### src/hvcb_defs.vh
`ifndef HVCB_DEFS_VH
`define HVCB_DEFS_VH
// Command port: bit 3 = write strobe, bit 2 = read strobe, bits 1:0 = register select.
`define HVCB_CMD_WR_BIT      3
`define HVCB_CMD_RD_BIT      2
`define HVCB_SEL_CFG1        2'h1
`define HVCB_SEL_MON         2'h2
`define HVCB_SEL_STA         2'h3
`define HVCB_CFG1_RESET      8'h00
`define HVCB_CFG_TMON_BIT    6
`define HVCB_CFG_VSHORT_BIT  5
`define HVCB_CFG_SENSE_BIT   4
`define HVCB_CFG_REEN_BIT    3
`define HVCB_CFG_PASSIVE_BIT 2
`define HVCB_MON_WAKE_BIT    7
`define HVCB_MON_OVT_BIT     6
`define HVCB_MON_AUX_BIT     5
`define HVCB_MON_BUS_SC_BIT  2
`define HVCB_MON_AUX_SC_BIT  1
`define HVCB_MON_WAKE_SC_BIT 0
`define HVCB_STA_BUS_SC_BIT  0
`define HVCB_STA_AUX_SC_BIT  1
`define HVCB_STA_WAKE_SC_BIT 2
`define HVCB_STA_EDGE_BIT    3
`define HVCB_CLK_MHZ         50
`define HVCB_SC_FAST_US      20
`define HVCB_SC_SLOW_US      400
`define HVCB_SC_FAST_CYC     (`HVCB_SC_FAST_US * `HVCB_CLK_MHZ)
`define HVCB_SC_SLOW_CYC     (`HVCB_SC_SLOW_US * `HVCB_CLK_MHZ)
`endif

### src/hvcb_sync.v
`timescale 1ns/1ps
`default_nettype none
module hvcb_sync (
   input  wire mclk,
   input  wire sys_rst,
   input  wire din,
   output reg  dout_r
);
   reg s1_r;
   reg s2_r;
   reg s3_r;
   // Level moves only once the second and third stages agree.
   always @(posedge mclk) begin
      if (sys_rst) begin
         s1_r   <= 1'b0;
         s2_r   <= 1'b0;
         s3_r   <= 1'b0;
         dout_r <= 1'b0;
      end else begin
         s1_r <= din;
         s2_r <= s1_r;
         s3_r <= s2_r;
         if (s2_r == s3_r) begin
            dout_r <= s3_r;
         end
      end
   end
endmodule // hvcb_sync
`default_nettype wire

### src/hvcb_persist.v
`timescale 1ns/1ps
`default_nettype none
module hvcb_persist #(
   parameter [31:0] LIMIT = 32'd1000
) (
   input  wire mclk,
   input  wire sys_rst,
   input  wire level,
   output reg  event_r
);
   reg [31:0] cnt_r;
   // Pulses once when level has held longer than LIMIT cycles.
   always @(posedge mclk) begin
      if (sys_rst) begin
         cnt_r   <= 32'h0;
         event_r <= 1'b0;
      end else begin
         event_r <= 1'b0;
         if (!level) begin
            cnt_r <= 32'h0;
         end else if (cnt_r <= LIMIT) begin
            cnt_r <= cnt_r + 32'h1;
            if (cnt_r == LIMIT) begin
               event_r <= 1'b1;
            end
         end
      end
   end
endmodule // hvcb_persist
`default_nettype wire

### src/hvcb_top.v
`timescale 1ns/1ps
`default_nettype none
`include "hvcb_defs.vh"
// Behaviour
// Bit 6 powers temperature monitor to ADC.
// Bit 5 shorts voltage channel input.
// Bit 4 enables wake and aux sensing.
// Sensing raises interrupt on any edge.
// Sensing shows wake bit7, aux bit5.
// Bit 3 re-enables short-disabled pins.
// Shorts count after 20us/400us persistence.
// Bit 3 restores thermally disabled pins.
// Short interrupt clears only via bit 3.
// Bit 3 self-clears after write.
// Passive mode bus short raises interrupt.
// Passive mode flags but keeps driver; a wake short still clears wake_drv_enable_r.
// Active mode flags and disables pin.
// Reset zero; access via command/data ports.
module hvcb_top #(
   parameter [31:0] SC_FAST_CYC = `HVCB_SC_FAST_CYC,
   parameter [31:0] SC_SLOW_CYC = `HVCB_SC_SLOW_CYC
) (
   input  wire       mclk,
   input  wire       sys_rst,
   input  wire [3:0] hv_command_port,
   input  wire       hv_cmd_valid,
   input  wire [7:0] hv_data_port_wdata,
   output reg  [7:0] hv_data_port_rdata_r,
   input  wire       irq_enable_mask,
   input  wire       wake_pin,
   input  wire       aux_hv_io_pin,
   input  wire       bus_sc_detect,
   input  wire       aux_sc_detect,
   input  wire       wake_sc_detect,
   input  wire       thermal_event,
   output reg        tmon_enable_r,
   output reg        vchan_short_r,
   output reg        sense_enable_r,
   output reg        bus_drv_enable_r,
   output reg        aux_drv_enable_r,
   output reg        wake_drv_enable_r,
   output reg        hv_irq_line_r
);
   // ****************************************************************
   // Pin synchronisers and short persistence filters.
   // ****************************************************************
   wire wake_s;
   wire aux_s;
   wire bus_sc_s;
   wire aux_sc_s;
   wire wake_sc_s;
   wire therm_s;
   wire bus_sc_ev;
   wire aux_sc_ev;
   wire wake_sc_ev;
   hvcb_sync u_sw (.mclk(mclk), .sys_rst(sys_rst), .din(wake_pin), .dout_r(wake_s));
   hvcb_sync u_sa (.mclk(mclk), .sys_rst(sys_rst), .din(aux_hv_io_pin), .dout_r(aux_s));
   hvcb_sync u_sb (.mclk(mclk), .sys_rst(sys_rst), .din(bus_sc_detect), .dout_r(bus_sc_s));
   hvcb_sync u_sx (.mclk(mclk), .sys_rst(sys_rst), .din(aux_sc_detect), .dout_r(aux_sc_s));
   hvcb_sync u_sy (.mclk(mclk), .sys_rst(sys_rst), .din(wake_sc_detect), .dout_r(wake_sc_s));
   hvcb_sync u_st (.mclk(mclk), .sys_rst(sys_rst), .din(thermal_event), .dout_r(therm_s));
   hvcb_persist #(.LIMIT(SC_FAST_CYC)) u_pb (
      .mclk(mclk), .sys_rst(sys_rst), .level(bus_sc_s), .event_r(bus_sc_ev));
   hvcb_persist #(.LIMIT(SC_FAST_CYC)) u_pa (
      .mclk(mclk), .sys_rst(sys_rst), .level(aux_sc_s), .event_r(aux_sc_ev));
   hvcb_persist #(.LIMIT(SC_SLOW_CYC)) u_pw (
      .mclk(mclk), .sys_rst(sys_rst), .level(wake_sc_s), .event_r(wake_sc_ev));

   // ****************************************************************
   // Configuration register and command decode.
   // ****************************************************************
   reg  [7:0] cfg_r;
   reg  [3:0] sta_r;
   reg        ovt_r;
   reg        wake_d_r;
   reg        aux_d_r;
   wire       wr_cmd = hv_cmd_valid & hv_command_port[`HVCB_CMD_WR_BIT];
   wire       rd_cmd = hv_cmd_valid & hv_command_port[`HVCB_CMD_RD_BIT];
   wire       cfg_wr = wr_cmd & (hv_command_port[1:0] == `HVCB_SEL_CFG1);
   wire       reen   = cfg_r[`HVCB_CFG_REEN_BIT];
   wire       sense  = cfg_r[`HVCB_CFG_SENSE_BIT];
   wire       passive = cfg_r[`HVCB_CFG_PASSIVE_BIT];
   wire       edge_ev = sense & ((wake_s ^ wake_d_r) | (aux_s ^ aux_d_r));
   wire [7:0] mon;
   assign mon = {sense & wake_s, ovt_r, sense & aux_s, 2'b00,
                 sta_r[`HVCB_STA_BUS_SC_BIT], sta_r[`HVCB_STA_AUX_SC_BIT],
                 sta_r[`HVCB_STA_WAKE_SC_BIT]};

   always @(posedge mclk) begin
      if (sys_rst) begin
         cfg_r <= `HVCB_CFG1_RESET;
      end else if (cfg_wr) begin
         cfg_r <= hv_data_port_wdata;
      end else begin
         cfg_r[`HVCB_CFG_REEN_BIT] <= 1'b0;
      end
   end

   // ****************************************************************
   // Status flags, driver enables and read data.
   // ****************************************************************
   always @(posedge mclk) begin
      if (sys_rst) begin
         sta_r             <= 4'h0;
         ovt_r             <= 1'b0;
         wake_d_r          <= 1'b0;
         aux_d_r           <= 1'b0;
         bus_drv_enable_r  <= 1'b1;
         aux_drv_enable_r  <= 1'b1;
         wake_drv_enable_r <= 1'b1;
         hv_data_port_rdata_r <= 8'h00;
         tmon_enable_r     <= 1'b0;
         vchan_short_r     <= 1'b0;
         sense_enable_r    <= 1'b0;
         hv_irq_line_r     <= 1'b0;
      end else begin
         wake_d_r <= wake_s;
         aux_d_r  <= aux_s;
         tmon_enable_r  <= cfg_r[`HVCB_CFG_TMON_BIT];
         vchan_short_r  <= cfg_r[`HVCB_CFG_VSHORT_BIT];
         sense_enable_r <= sense;
         if (reen) begin
            // Clear first; a fresh event in this cycle below still wins.
            sta_r[`HVCB_STA_BUS_SC_BIT]  <= 1'b0;
            sta_r[`HVCB_STA_AUX_SC_BIT]  <= 1'b0;
            sta_r[`HVCB_STA_WAKE_SC_BIT] <= 1'b0;
            ovt_r             <= 1'b0;
            bus_drv_enable_r  <= 1'b1;
            aux_drv_enable_r  <= 1'b1;
            wake_drv_enable_r <= 1'b1;
         end
         if (rd_cmd & (hv_command_port[1:0] == `HVCB_SEL_STA)) begin
            sta_r[`HVCB_STA_EDGE_BIT] <= 1'b0;
         end
         if (edge_ev) begin
            sta_r[`HVCB_STA_EDGE_BIT] <= 1'b1;
         end
         if (bus_sc_ev) begin
            sta_r[`HVCB_STA_BUS_SC_BIT] <= 1'b1;
            if (!passive) begin
               bus_drv_enable_r <= 1'b0;
            end
         end
         if (aux_sc_ev) begin
            sta_r[`HVCB_STA_AUX_SC_BIT] <= 1'b1;
            if (!passive) begin
               aux_drv_enable_r <= 1'b0;
            end
         end
         if (wake_sc_ev) begin
            sta_r[`HVCB_STA_WAKE_SC_BIT] <= 1'b1;
            wake_drv_enable_r <= 1'b0;
         end
         if (therm_s) begin
            ovt_r             <= 1'b1;
            aux_drv_enable_r  <= 1'b0;
            wake_drv_enable_r <= 1'b0;
         end
         hv_irq_line_r <= irq_enable_mask & (|sta_r);
         if (rd_cmd) begin
            case (hv_command_port[1:0])
               `HVCB_SEL_CFG1: hv_data_port_rdata_r <= cfg_r;
               `HVCB_SEL_MON:  hv_data_port_rdata_r <= mon;
               `HVCB_SEL_STA:  hv_data_port_rdata_r <= {4'h0, sta_r};
               default:        hv_data_port_rdata_r <= 8'h00;
            endcase
         end
      end
   end
endmodule // hvcb_top
`default_nettype wire

### config.mk
export PLATFORM = sky130hd
export DESIGN_NAME = hvcb_top
export DESIGN_NICKNAME = d
export VERILOG_FILES = /design/src/hvcb_sync.v /design/src/hvcb_persist.v /design/src/hvcb_top.v
export VERILOG_INCLUDE_DIRS = /design/src
export SDC_FILE = /design/constraint.sdc
export NUM_CORES = 1
export LEC_CHECK = 0
export BUFFER_PORTS_ARGS = -buffer_cell sky130_fd_sc_hd__clkbuf_2
export CAP_MARGIN = 20
export CORE_ASPECT_RATIO = 1.1
export CORE_UTILIZATION = 45
export DETAILED_ROUTE_END_ITERATION = 6
export GPL_TIMING_DRIVEN = 0
export PLACE_DENSITY = 0.64
export SLEW_MARGIN = 10
export SYNTH_ARGS = -nofsm -noshare
export SYNTH_HDL_FRONTEND = slang
export SYNTH_SLANG_ARGS = --single-unit
### constraint.sdc
create_clock -name mclk -period 2.12 [get_ports mclk]
set_input_delay 0.106 -clock mclk [delete_from_list [all_inputs] [get_ports mclk]]
set_output_delay 0.106 -clock mclk [all_outputs]
set_load 0.005 [all_outputs]
==> flow_summary.toml <==
[min_path]
worstHoldEndpoint = "hv_data_port_rdata_r[3]$_SDFFE_PP0P_"
min-delay-path-class = "primary input to flop"
hold_depth = 3
hold_start = "hv_command_port[0]"

[floorplan]
start_util_pct = 47.00
die_y_um = 117.7
die_w_um = 107.1
io_pins = 37
fp.coreArea_um2 = 11640
rows = 41
die-area_um2 = 12610

[layout]
n_fill_cell = 995
diodes = 0
area_growth_pct = 23.98
seq_area_um2 = 3064
stdcell_count = 808
fin_nets = 673
multiInputGateArea_um2 = 2341
utilization_pct = 58.27
final_layout_size_suffix_gt1_share_pct = 13.98

[power_and_ir_drop]
power_density_nw_per_um2 = 954.3
p_clk_share_pct = 53.2
swShare_pct = 18.77
p_int_uw = 5260
leakagePower_uw = 0.002564
seqPwrFrac_pct = 45.0
ir_drop_mv = 0.8373
switchingPower_uw = 1216
combPwrFrac_pct = 1.8

[setup_path]
cp.arrival_ns = 2.44
worstPathRequired_ns = 2.47
endpoint_kind = "flop"
reg2reg_depth = 6
crit_fanout = 10
start_kind = "flop"
regToRegEndpoint = "u_pw.cnt_r[5]$_SDFFE_PP0P_"
r2r-start = "u_pw.cnt_r[12]$_SDFFE_PP0P_"
worstSetupPathType = "flop to flop"
ff2ff_setup_slack_ns = 0.03

[sta]
tns_ns = 0
period_share_pct = 98.73
slew_headroom_pct = 60.73
rsz0062_at_grt = "true"
setup_violations = 0
clock.fmax_mhz = 477.8
period_minus_slack_ns = 2.093
finalHoldViolations = 0
skew_ns = 0.007935
worst_pin_slew_ns = 0.5742
hold_slack_ns = 0.01530
slew_viol_final = 0

[logic_synthesis]
netlist_area_um2 = 5473
ys.flop_type = "dfxtp_1"
avgSynthCellArea_um2 = 9.601
ys_ff_latch = 153
mappedNetlistNets = 598
synthCells = 570
ys_seq_area_share_pct = 55.97
synth_edf_count = 0
synth_warnings = 0
synth_area_leader_cell = "dfxtp_1"
ys_async_sr_fraction_pct = 0
synth_top_area_share_pct = 55.97
synth.distinct_cells = 44
synth.most_common_cell = "dfxtp_1"
synthTopCellsByCount = "dfxtp_1 (153), and2_1 (63), nand2_1 (49)"
synthTopCellsByArea = "dfxtp_1 (56%), and2_1 (7.2%), a21oi_1 (3.6%), nand2_1 (3.4%), nor2b_1 (3.2%)"

[clock_tree]
root_buffer = "clkbuf_16"
clock_latency_ns = 0.42
tritoncts.num_buffers = 17
cts_buffer_depth = 2
htreeDepth = 4
cts.clk_slew.worst_paths_ns = 0.06
cts_tree = "yes"
clkSinkCount = 153

[drt]
routed_via_density = 5.265
route.detailed.drc = 0
wl_um = 10530
post_drt_wl_per_cell_um = 13.04
firstDrtPassIters = 7
vias = 4254
ant_nets = 0
dr.first_iter.drc_count = 232

[global_route]
antenna_found_initial = 0
grt_overflow = 0
grt_pass1_vias = 4081
grt_max_degree = 17
grt_usage_pct = 17.76
grt_first_pass_wirelength_um = 17860

[outcome]
status = "complete, no violations"

[placed_design]
gp_congestion = 0.8381
port_buffers = 34
dp.cells = 754
dp_hpwl_um = 6987

[job]
drv_cap = 0
## metal layers
metal	vias up	part of all wire, %	track usage [%]
met5	-	0	0
met4	0	1.7	8.048
met3	20	4.5	6.202
met2	97	47	28.27
met1	1977	47	21.41
li1	2160	-	-
## metrics by stage
stage | instance area, um^2 | worst slack (ns) | total power [uW]
5_1_grt | 6785 | -0.01461 | 6684
6_report | 6785 | 0.02691 | 6475
3_5_place_dp | 5831 | -0.06428 | 3071
3_3_place_gp | 5831 | 0.001706 | 3068
2_1_floorplan | 5473 | 0.2344 | 3025
4_1_cts | 6688 | 0.03154 | 6545
## critical path, cell delays in order (launching register included)
cell       delay [ns]
dfxtp_2          0.35
or4_4            0.55
nor3_4           0.21
a2bb2oi_1        0.10
buf_4            0.17
or4_1            0.50
a21oi_1          0.15
## how the worst max path moves through the flow
stage / from / end / slack [ns]
CTS: u_pa.cnt_r[16]$_SDFFE_PP0P_ / u_pa.cnt_r[8]$_SDFFE_PP0P_ / 0.03
floorplan: u_pw.cnt_r[12]$_SDFFE_PP0P_ / u_pw.cnt_r[5]$_SDFFE_PP0P_ / 0.23
global placement: u_pw.cnt_r[0]$_SDFFE_PP0P_ / u_pw.cnt_r[13]$_SDFFE_PP0P_ / 0.002
global route: u_pa.cnt_r[16]$_SDFFE_PP0P_ / u_pa.cnt_r[4]$_SDFFE_PP0P_ / -0.01
detailed placement: u_pw.cnt_r[0]$_SDFFE_PP0P_ / u_pw.cnt_r[8]$_SDFFE_PP0P_ / -0.06
finish: u_pw.cnt_r[12]$_SDFFE_PP0P_ / u_pw.cnt_r[5]$_SDFFE_PP0P_ / 0.03
## cells in the final DEF, fill, tap and decap left out, types with 3 or more instances in the layout
cell           count
and3_1             9
dlygate4sd3_1     15
nor2b_1           28
clkbuf_16         17
or4_1             12
dfxtp_1          152
a221oi_1           3
o31ai_1            7
a21oi_1           38
inv_1             12
clkbuf_1          18
clkinvlp_4         3
o21a_1             3
or4_4              3
buf_4              8
ha_1               6
and2_1            63
nand3_1           19
and4_1             5
nor4_1            14
clkbuf_2          35
or3_1             14
o211ai_1           7
nor4_2             3
xor2_1             5
o21ai_0           23
nor3_1             5
nand4_1            8
nor2_1            25
xnor2_1            3
bufinv_16          6
nand2_1           49
clkbuf_8           3
## power by group through the flow
stage / Combinational [uW] / Sequential, uW / Clock, uW
after floorplan: 52.5 / 2970 / 0
after global placement: 94.4 / 2970 / 0
after detailed placement: 96.5 / 2970 / 0
after CTS: 118 / 2910 / 3510
after global routing: 132 / 2910 / 3640
final: 117 / 2910 / 3450
## cell families after synthesis
logic type      share of synthesized area, %
simple gates                           27.37
flops                                  55.97
compound gates                         10.81
buf+inv                                2.423
xor+xnor                               1.280
fa+ha+maj                              1.372
mux                                   0.7773
## area by class of cell
type,count,share of cell area [%]
Buffer,22,1.346
Multi-Input combinational cell,383,34.50
Inverter,13,0.7192
Tap cell,150,2.766
Sequential cell,153,45.16
Clock buffer,21,6.933
Timing Repair Buffer,55,5.384
Clock inverter,11,3.190
## state kept, by name (all words and copies together), names as in the netlist, 4 cells and up
signal                count
cfg_r                     8
sta_r                     4
u_pb.cnt_r               32
hv_data_port_rdata_r      8
u_pa.cnt_r               32
u_pw.cnt_r               32
## timing repair
| action | CTS | global route |
|---|---|---|
| hold endpoints to repair | 15 | 0 |
| endpoints found under the setup margin | 10 | 17 |
| pin swaps | 1 | 8 |
| gates cloned | 0 | 1 |
| hold buffers | 15 | 0 |
| gates resized for setup | 4 | 16 |
| setup buffers | 0 | 6 |
Power figures use the tool's default switching activity.
